### config.mk
export PLATFORM = sky130hd
export DESIGN_NAME = usb_power_state_manager
export DESIGN_NICKNAME = d
export VERILOG_FILES = /design/src/design/pwr_state_pkg.sv /design/src/design/wake_bus_if.sv /design/src/design/usb_power_state_manager.sv /design/src/design/wake_filter.sv
export SDC_FILE = /design/constraint.sdc
export NUM_CORES = 1
export LEC_CHECK = 0
export BUFFER_PORTS_ARGS = -buffer_cell sky130_fd_sc_hd__buf_2
export CORE_MARGIN = 4
export CORE_UTILIZATION = 44
export CTS_CLUSTER_DIAMETER = 80
export DETAILED_ROUTE_END_ITERATION = 10
export GPL_ROUTABILITY_DRIVEN = 0
export PLACE_DENSITY = 0.9
export SYNTH_ARGS = -nofsm -noshare
export SYNTH_HDL_FRONTEND = slang
export SYNTH_SLANG_ARGS = --single-unit
### constraint.sdc
create_clock -name mclk -period 1.9 [get_ports mclk]
set_clock_uncertainty 0.1 [all_clocks]
set_input_delay 0.38 -clock mclk [delete_from_list [all_inputs] [get_ports mclk]]
set_output_delay 0.38 -clock mclk [all_outputs]
set_load 0.005 [all_outputs]
### src/design/pwr_state_pkg.sv
package pwr_state_pkg;
	localparam logic [1:0] SEL_LAN = 2'h0;
	localparam logic [1:0] SEL_ENERGY = 2'h1;
	localparam logic [1:0] SEL_DEEP = 2'h2;
	localparam logic [1:0] SEL_CLKON = 2'h3;
	localparam logic [1:0] SEL_RESET = SEL_DEEP;
	localparam int GPIO_COUNT = 11;
	localparam int LINK_GPIO = 7;
	localparam int WAKE_LAN_BIT = 0;
	localparam int WAKE_ENERGY_BIT = 1;

	typedef enum logic [2:0] {
		ST_UNCONF = 3'h0,
		ST_CONF = 3'h1,
		ST_LAN = 3'h2,
		ST_ENERGY = 3'h3,
		ST_DEEP = 3'h4,
		ST_CLKON = 3'h5
	} pwr_state_type;
endpackage : pwr_state_pkg

### src/design/wake_bus_if.sv
interface wake_bus_if;
	logic [2:0] state;
	logic hostResume;
	logic lanWake;
	logic goodFrame;
	logic energyDetect;
	logic linkUp;
	logic linkUpSelect;
	logic [10:0] gpioWake;
	logic wakeNow;
	logic [10:0] gpioHit;
	logic lanHit;
	logic energyHit;

	modport filter (
		input state, hostResume, lanWake, goodFrame, energyDetect, linkUp,
		input linkUpSelect, gpioWake,
		output wakeNow, gpioHit, lanHit, energyHit
	);
	modport manager (
		output state, hostResume, lanWake, goodFrame, energyDetect, linkUp,
		output linkUpSelect, gpioWake,
		input wakeNow, gpioHit, lanHit, energyHit
	);
endinterface : wake_bus_if

### src/design/usb_power_state_manager.sv
module usb_power_state_manager (
	// clock and reset
	input wire logic mclk,
	input wire logic arst_n,
	// usb side events, one-cycle pulses
	input wire logic usbReset,
	input wire logic resetPinReq,
	input wire logic configDone,
	input wire logic deconfigure,
	input wire logic suspendReq,
	input wire logic hostResume,
	// software writes
	input wire logic selWrite,
	input wire logic [1:0] selData,
	input wire logic lanWakeEnable,
	input wire logic lanEventsEnabled,
	input wire logic linkUpSelect,
	input wire logic wakeClear,
	input wire logic [10:0] gpioClear,
	// wake sources, levels
	input wire logic lanWake,
	input wire logic goodFrame,
	input wire logic energyDetect,
	input wire logic linkUp,
	input wire logic [10:0] gpioWake,
	// status and control outputs
	output logic [1:0] suspendSel,
	output logic ready,
	output logic configured,
	output logic allModulesOn,
	output logic clocksOn,
	output logic phyPowered,
	output logic suspended,
	output logic remoteWake,
	output logic dropFrames,
	output logic hwReinit,
	output logic [1:0] wakeStatus,
	output logic [10:0] gpioFlags
);
	pwr_state_pkg::pwr_state_type state_r;
	pwr_state_pkg::pwr_state_type state_nxt;
	logic [1:0] sel_r;
	logic [1:0] wakeSts_r;
	logic [10:0] gpioSts_r;
	logic remote_r;
	logic reinit_r;
	logic wasConf_r;
	logic inNormal;
	logic inSuspend;
	logic hardReset;
	logic wakeNow;
	logic pending;
	pwr_state_pkg::pwr_state_type sleepTarget;
	pwr_state_pkg::pwr_state_type wakeTarget;

	wake_bus_if wb ();
	assign wb.state = state_r;
	assign wb.hostResume = hostResume & inSuspend;
	assign wb.lanWake = lanWake & lanWakeEnable;
	// the lan wake enable is a don't care for a good-frame wake
	assign wb.goodFrame = goodFrame & ~lanEventsEnabled;
	assign wb.energyDetect = energyDetect;
	assign wb.linkUp = linkUp;
	assign wb.linkUpSelect = linkUpSelect;
	assign wb.gpioWake = gpioWake;

	wake_filter u_filter (
		.wb(wb)
	);

	assign inNormal = state_r == pwr_state_pkg::ST_UNCONF
		|| state_r == pwr_state_pkg::ST_CONF;
	assign inSuspend = !inNormal;
	assign hardReset = usbReset | resetPinReq;
	assign wakeNow = inSuspend & wb.wakeNow;
	// a flag left set before suspend wakes the device straight away
	assign pending = (|gpioSts_r) | (|wakeSts_r);

	function automatic pwr_state_pkg::pwr_state_type sel_state(
		input logic [1:0] sel
	);
		unique case (sel)
			pwr_state_pkg::SEL_LAN: sel_state = pwr_state_pkg::ST_LAN;
			pwr_state_pkg::SEL_ENERGY: sel_state = pwr_state_pkg::ST_ENERGY;
			pwr_state_pkg::SEL_DEEP: sel_state = pwr_state_pkg::ST_DEEP;
			pwr_state_pkg::SEL_CLKON: sel_state = pwr_state_pkg::ST_CLKON;
		endcase
	endfunction : sel_state

	// unconfigured may only sleep in the deepest variant
	assign sleepTarget = (state_r == pwr_state_pkg::ST_CONF) ?
		sel_state(sel_r) : pwr_state_pkg::ST_DEEP;
	// context is kept: wake returns to the normal flavour we left
	assign wakeTarget = wasConf_r ? pwr_state_pkg::ST_CONF
		: pwr_state_pkg::ST_UNCONF;

	always_comb begin
		state_nxt = state_r;
		unique case (state_r)
			pwr_state_pkg::ST_UNCONF: begin
				if (suspendReq) begin
					state_nxt = sleepTarget;
				end else if (configDone) begin
					state_nxt = pwr_state_pkg::ST_CONF;
				end
			end
			pwr_state_pkg::ST_CONF: begin
				if (deconfigure) begin
					state_nxt = pwr_state_pkg::ST_UNCONF;
				end else if (suspendReq) begin
					state_nxt = sleepTarget;
				end
			end
			pwr_state_pkg::ST_LAN, pwr_state_pkg::ST_ENERGY,
			pwr_state_pkg::ST_DEEP, pwr_state_pkg::ST_CLKON: begin
				if (wakeNow || pending) begin
					state_nxt = wakeTarget;
				end
			end
			default: state_nxt = pwr_state_pkg::ST_UNCONF;
		endcase
		if (hardReset) begin
			state_nxt = pwr_state_pkg::ST_UNCONF;
		end
	end

	always_ff @(posedge mclk or negedge arst_n) begin
		if (!arst_n) begin
			state_r <= pwr_state_pkg::ST_UNCONF;
		end else begin
			state_r <= state_nxt;
		end
	end

	always_ff @(posedge mclk or negedge arst_n) begin
		if (!arst_n) begin
			wasConf_r <= 1'b0;
		end else if (hardReset) begin
			wasConf_r <= 1'b0;
		end else if (inNormal) begin
			// the flavour in force at the suspend edge is the one to return to
			wasConf_r <= state_r == pwr_state_pkg::ST_CONF;
		end
	end

	// deconfigure outranks a software write in the same cycle
	always_ff @(posedge mclk or negedge arst_n) begin
		if (!arst_n) begin
			sel_r <= pwr_state_pkg::SEL_RESET;
		end else if (hardReset || deconfigure) begin
			sel_r <= pwr_state_pkg::SEL_RESET;
		end else if (selWrite && inNormal) begin
			sel_r <= selData;
		end
	end

	// set wins over a clear in the same cycle
	always_ff @(posedge mclk or negedge arst_n) begin
		if (!arst_n) begin
			gpioSts_r <= 11'h000;
			wakeSts_r <= 2'h0;
		end else if (hardReset) begin
			gpioSts_r <= 11'h000;
			wakeSts_r <= 2'h0;
		end else begin
			gpioSts_r <= (gpioSts_r & ~gpioClear)
				| (inSuspend ? wb.gpioHit : 11'h000);
			wakeSts_r[pwr_state_pkg::WAKE_LAN_BIT] <=
				(wakeSts_r[pwr_state_pkg::WAKE_LAN_BIT] & ~wakeClear)
				| wb.lanHit;
			wakeSts_r[pwr_state_pkg::WAKE_ENERGY_BIT] <=
				(wakeSts_r[pwr_state_pkg::WAKE_ENERGY_BIT] & ~wakeClear)
				| wb.energyHit;
		end
	end

	// remote wake pulses only for device-side wake, not host resume
	always_ff @(posedge mclk or negedge arst_n) begin
		if (!arst_n) begin
			remote_r <= 1'b0;
			reinit_r <= 1'b0;
		end else begin
			remote_r <= inSuspend && !hardReset && !wb.hostResume
				&& (wakeNow || pending);
			reinit_r <= hardReset;
		end
	end

	assign suspendSel = sel_r;
	assign ready = inNormal;
	assign configured = state_r == pwr_state_pkg::ST_CONF;
	assign allModulesOn = state_r == pwr_state_pkg::ST_CONF;
	assign clocksOn = inNormal || state_r == pwr_state_pkg::ST_CLKON;
	// deepest variant powers the phy down; its state is lost
	assign phyPowered = state_r != pwr_state_pkg::ST_DEEP;
	assign suspended = inSuspend;
	assign remoteWake = remote_r;
	assign dropFrames = state_r == pwr_state_pkg::ST_CLKON
		&& lanEventsEnabled;
	assign hwReinit = reinit_r;
	assign wakeStatus = wakeSts_r;
	assign gpioFlags = gpioSts_r;

	property p_ready_normal;
		@(posedge mclk) disable iff (!arst_n)
		ready == (state_r == pwr_state_pkg::ST_UNCONF
			|| state_r == pwr_state_pkg::ST_CONF)
			&& (!ready || (clocksOn && phyPowered));
	endproperty
	a_ready_normal: assert property (p_ready_normal)
		else $error("ready differs from normal state");

	property p_reset_unconf;
		@(posedge mclk) disable iff (!arst_n)
		hardReset |=> state_r == pwr_state_pkg::ST_UNCONF && hwReinit;
	endproperty
	a_reset_unconf: assert property (p_reset_unconf)
		else $error("reset did not reach unconfigured");

	property p_unconf_deep;
		@(posedge mclk) disable iff (!arst_n)
		(state_r == pwr_state_pkg::ST_UNCONF && suspendReq && !hardReset)
			|=> state_r == pwr_state_pkg::ST_DEEP;
	endproperty
	a_unconf_deep: assert property (p_unconf_deep)
		else $error("unconfigured suspend not deepest");

	property p_conf_sel;
		@(posedge mclk) disable iff (!arst_n)
		(state_r == pwr_state_pkg::ST_CONF && suspendReq && !deconfigure
			&& !hardReset) |=> state_r == sel_state($past(sel_r));
	endproperty
	a_conf_sel: assert property (p_conf_sel)
		else $error("suspend variant not from select field");

	property p_deconf_sel;
		@(posedge mclk) disable iff (!arst_n)
		deconfigure |=> suspendSel == pwr_state_pkg::SEL_RESET;
	endproperty
	a_deconf_sel: assert property (p_deconf_sel)
		else $error("select not reset on deconfigure");

	property p_deep_gate;
		@(posedge mclk) disable iff (!arst_n)
		(state_r == pwr_state_pkg::ST_DEEP && !hostResume && !pending
			&& !hardReset && gpioWake == 11'h000) |=> suspended;
	endproperty
	a_deep_gate: assert property (p_deep_gate)
		else $error("deepest woke on forbidden source");

	property p_wake_back;
		@(posedge mclk) disable iff (!arst_n)
		(suspended && hostResume && !hardReset) |=>
			ready && (configured == $past(wasConf_r));
	endproperty
	a_wake_back: assert property (p_wake_back)
		else $error("resume returned to wrong normal flavour");

	property p_frame_flag;
		@(posedge mclk) disable iff (!arst_n)
		(state_r == pwr_state_pkg::ST_CLKON && goodFrame
			&& !lanEventsEnabled && !hardReset)
			|=> wakeStatus[pwr_state_pkg::WAKE_LAN_BIT] && ready;
	endproperty
	a_frame_flag: assert property (p_frame_flag)
		else $error("good frame wake not flagged");

	property p_pending;
		@(posedge mclk) disable iff (!arst_n)
		(suspended && (|gpioFlags) && !hardReset) |=> ready;
	endproperty
	a_pending: assert property (p_pending)
		else $error("pending wake did not wake device");

	property p_config;
		@(posedge mclk) disable iff (!arst_n)
		(state_r == pwr_state_pkg::ST_UNCONF && configDone && !suspendReq
			&& !hardReset) |=> configured && allModulesOn;
	endproperty
	a_config: assert property (p_config)
		else $error("configuration did not reach configured");

	property p_sel_locked;
		@(posedge mclk) disable iff (!arst_n)
		(suspended && !deconfigure && !hardReset) |=> $stable(suspendSel);
	endproperty
	a_sel_locked: assert property (p_sel_locked)
		else $error("select changed while suspended");

	property p_energy_only;
		@(posedge mclk) disable iff (!arst_n)
		(state_r == pwr_state_pkg::ST_ENERGY && !hostResume && !pending
			&& !hardReset && !energyDetect && gpioWake == 11'h000)
			|=> suspended;
	endproperty
	a_energy_only: assert property (p_energy_only)
		else $error("energy variant woke on forbidden source");

	property p_frame_drop;
		@(posedge mclk) disable iff (!arst_n)
		(state_r == pwr_state_pkg::ST_CLKON && lanEventsEnabled && !pending
			&& !hardReset) |=> !wakeStatus[pwr_state_pkg::WAKE_LAN_BIT];
	endproperty
	a_frame_drop: assert property (p_frame_drop)
		else $error("frame woke device with lan events enabled");

	property p_deep_quiet;
		@(posedge mclk) disable iff (!arst_n)
		(state_r == pwr_state_pkg::ST_DEEP && !pending && !hardReset
			&& gpioWake == 11'h000) |=> !remoteWake;
	endproperty
	a_deep_quiet: assert property (p_deep_quiet)
		else $error("forbidden source raised remote wake");
endmodule : usb_power_state_manager

### src/design/wake_filter.sv
module wake_filter (
	wake_bus_if.filter wb
);
	logic inLan;
	logic inEnergy;
	logic inClkOn;
	logic [10:0] pinMask;
	logic linkOk;

	assign inLan = wb.state == pwr_state_pkg::ST_LAN;
	assign inEnergy = wb.state == pwr_state_pkg::ST_ENERGY;
	assign inClkOn = wb.state == pwr_state_pkg::ST_CLKON;
	// link-up wake only where the table permits it
	assign linkOk = wb.linkUpSelect & wb.linkUp & (inLan | inClkOn);
	// with link-up selected the gpio7 pin itself is ignored
	assign pinMask = wb.linkUpSelect ?
		~(11'h001 << pwr_state_pkg::LINK_GPIO) : 11'h7FF;
	assign wb.gpioHit = (wb.gpioWake & pinMask)
		| ({11{linkOk}} & (11'h001 << pwr_state_pkg::LINK_GPIO));
	assign wb.lanHit = (inLan & wb.lanWake) | (inClkOn & wb.goodFrame);
	assign wb.energyHit = inEnergy & wb.energyDetect;
	// frames, lan and energy wakes outside their variant count for nothing
	assign wb.wakeNow = wb.hostResume | wb.lanHit | wb.energyHit
		| (|wb.gpioHit);
endmodule : wake_filter

==> out/qor.yml <==
status: "finished, violations left"
failed_checks: "negative setup slack"
chipHeight_um: 60.8
reg2reg_slack_ps: -10
cts_inserted_buffers: 3
post-synth-top-area-cell: "sky130_fd_sc_hd__dfrtp_1"
cts.root.buffer_cell: "sky130_fd_sc_hd__clkbuf_4"
post_synth_inst_count: 137
synthArstFlopShare_pct: 100
setup_slack_ps: -11.2
dr.pass1.iters: 4
synth_top_cells_by_area: "sky130_fd_sc_hd__dfrtp_1, sky130_fd_sc_hd__a21oi_1, sky130_fd_sc_hd__nor2b_1, sky130_fd_sc_hd__nor2_1, sky130_fd_sc_hd__buf_6"
worst_hold_path_type: "primary input to register"
post_drt_wl_per_cell_um: 14.3
ctsHtreeMaxLevel: 1
synth_top_cells_by_count: "sky130_fd_sc_hd__dfrtp_1, sky130_fd_sc_hd__a21oi_1, sky130_fd_sc_hd__nor2_1"
synth_unique_cells: 39
max_freq_mhz: 523
final_layout_size_suffix_gt1_share_pct: 45.8
power_density_over_the_cells_nw_per_um2: 491
core_um2: 2570
report.final.slew_viol_count: 0
ys.warnings.count: 0
timing.rr.start: "state_r[1]"
yosys_most_used_dff: "sky130_fd_sc_hd__dfrtp_1"
min_period_over_period_pct: 101
hold_ws_ps: 158
hold_path.startpoint: "hostResume"
clock_tree.buffer_depth: 2
routed_wirelength_mm: 3.46
cts.sink_count: 21
buffer_ports.inserted: 64
criticalPathCategory: "register to register"
critPathRequiredTime_ps: 2010
floorplan.die_area_um2: 3700
chipWidth_um: 60.8
placement_rows: 18
antenna_cells: 0
max_cap_violations: 0
worstHoldEndpoint: "remoteWake"
avgViaCountPerCell: 5.33
yosys.area.top_type_share_pct: 40.7
first_iter_violations: 43
grt_pass1_wl_mm: 5.41
post_synth.cell_area_avg_um2: 8.97
ant_nets: 0
timing.critical_path.arrival_ps: 2020
hold_viol_final: 0
total_leakage_power_uw: 0.000882
max_slew_margin_pct: 68.4
globalRouteOverflowTotal: 0
intPower_uw: 605
hold-path-cell-count: 2
via_count_of_the_first_global_routing_pass: 1225
starting_density_of_the_core_pct: 47.9
power_switching_uw: 221
critical_path.max_fanout: 5
critPathCaptureType: "register"
power.switching_fraction_pct: 26.7
synth_edf_count: 0
vias: 1290
rsz_0062_raised_after_global_routing: "true"
worst_path_clk_slew_ps: 120
pwr-share-clk_pct: 26.2
final_core_utilization_pct: 65.6
area_growth_pct: 37.1
r2r_end: "state_r[0]"
detailedPlacementHpwl_mm: 2.62
start_kind: "register"
finish.net_count: 254
worst_r2r_path_depth: 7
final-setup-viol-count: 1
share_comb_of_total_power_pct: 18.2
total_power_uw: 826
power.sequential.fraction_pct: 55.6
synth.ff_latch_count: 21
tritoncts: "done"
insertion_delay_of_the_later_clocked_pin_in_the_worst_skew_pair_ps: 300
synth.yosys.seq_area_share_pct: 42.9
layoutNonFillerInstCount: 242
placed_insts: 228
yosys.cell_count.top_type: "sky130_fd_sc_hd__dfrtp_1"
initial_antenna_violation_count: 0
postSynthNetCount: 178
globalRouteTotalUtil_pct: 19.6
ir_drop_mv: 0.421
largest_net_degree_at_the_start_of_global_routing: 22
measured_slew_at_the_worst_slew_check_pin_ps: 474
remaining_drc_errors: 0
period_minus_slack_ps: 1910
mappedNetlistArea_um2: 1230
design.portCount: 65
-- how the worst max path moves through the flow --
stage | to | cells after the start | slack, ps | from
floorplan | configured | 7 | 130 | state_r[1]
global placement | state_r[0] | 6 | 60 | gpioWake[8]
detailed placement | state_r[0] | 6 | 70 | gpioWake[8]
CTS | state_r[0] | 7 | -40 | state_r[1]
global route | state_r[0] | 7 | -50 | state_r[1]
finish | state_r[0] | 7 | -10 | state_r[1]
-- metal layers --
layer	share of wire [%]	GRT usage [%]	up-vias
met5	0	0	-
met4	2.0	8.05	0
met3	8.0	2.77	6
met2	50	30.5	57
met1	40	27.3	598
li1	-	-	629
-- cells in the final DEF (no fill, tap or decap), types with 3 or more instances in the layout --
cell type                  count
sky130_fd_sc_hd__nand3_1       5
sky130_fd_sc_hd__buf_2        64
sky130_fd_sc_hd__clkbuf_4      3
sky130_fd_sc_hd__buf_4        11
sky130_fd_sc_hd__buf_6         3
sky130_fd_sc_hd__nor4_1        4
sky130_fd_sc_hd__nor2_1       16
sky130_fd_sc_hd__o21ai_0       4
sky130_fd_sc_hd__nand2_1       7
sky130_fd_sc_hd__nand2b_1      3
sky130_fd_sc_hd__dfrtp_2       3
sky130_fd_sc_hd__a21oi_1      18
sky130_fd_sc_hd__dfrtp_1      17
sky130_fd_sc_hd__nor2b_1      11
sky130_fd_sc_hd__nor3_1        5
sky130_fd_sc_hd__inv_1         7
-- critical path, cell delays in order (launching register included) --
cell                       delay [ps]
sky130_fd_sc_hd__dfrtp_2          460
sky130_fd_sc_hd__buf_6            130
sky130_fd_sc_hd__buf_6            110
sky130_fd_sc_hd__nand3b_4         150
sky130_fd_sc_hd__o32a_1           310
sky130_fd_sc_hd__o2111a_2         180
sky130_fd_sc_hd__a221o_1          270
sky130_fd_sc_hd__o21a_1           110
-- power by group through the flow --
stage	logic [uW]	registers [uW]	clock network, uW
global route	166	461	244
floorplan	67.4	468	0
detailed placement	137	471	0
finish	150	460	217
CTS	149	459	221
global placement	136	471	0
-- flip-flops by register name, indices dropped and copies added (netlist names) --
name	flops
wakeStatus	2
suspendSel	2
remoteWake	1
hwReinit	1
state_r	3
wasConf_r	1
gpioFlags	11
-- through the flow --
| step | TNS, ps | setup slack (ps) | cell area (um^2) |
|---|---|---|---|
| finish | -11.2 | -11.2 | 1680 |
| global route | -63.0 | -49.2 | 1680 |
| CTS | -35.1 | -35.1 | 1660 |
| detailed placement | 0 | 66.4 | 1560 |
| global placement | 0 | 63.6 | 1560 |
| floorplan | 0 | 129 | 1230 |
-- logic make-up after synthesis --
family                    after synthesis  synth area share, %
and+or+nand+nor                        65                 30.6
AOI/OAI and AO/OA                      31                 16.1
DFF                                    21                 42.9
buffers and inverters                  17                 8.15
muxes                                   2                 1.63
xor gates and xnor gates                1                0.713
-- area by class of cell --
class / instances / area [um^2]
Clock buffer: 3 / 22.5
Tap cell: 30 / 37.5
Timing Repair Buffer: 79 / 447
Multi-Input combinational cell: 99 / 608
Clock inverter: 1 / 5.00
Sequential cell: 21 / 531
Fill cell: 216 / 883
Inverter: 9 / 33.8
-- timing repair --
action                     in CTS  in global routing
gates resized for setup         5                  4
setup buffers                   7                  2
setup endpoints to repair       5                  7
hold buffers                    1                  0
hold endpoints to repair       20                  0
(Power assumes the default switching activity.)
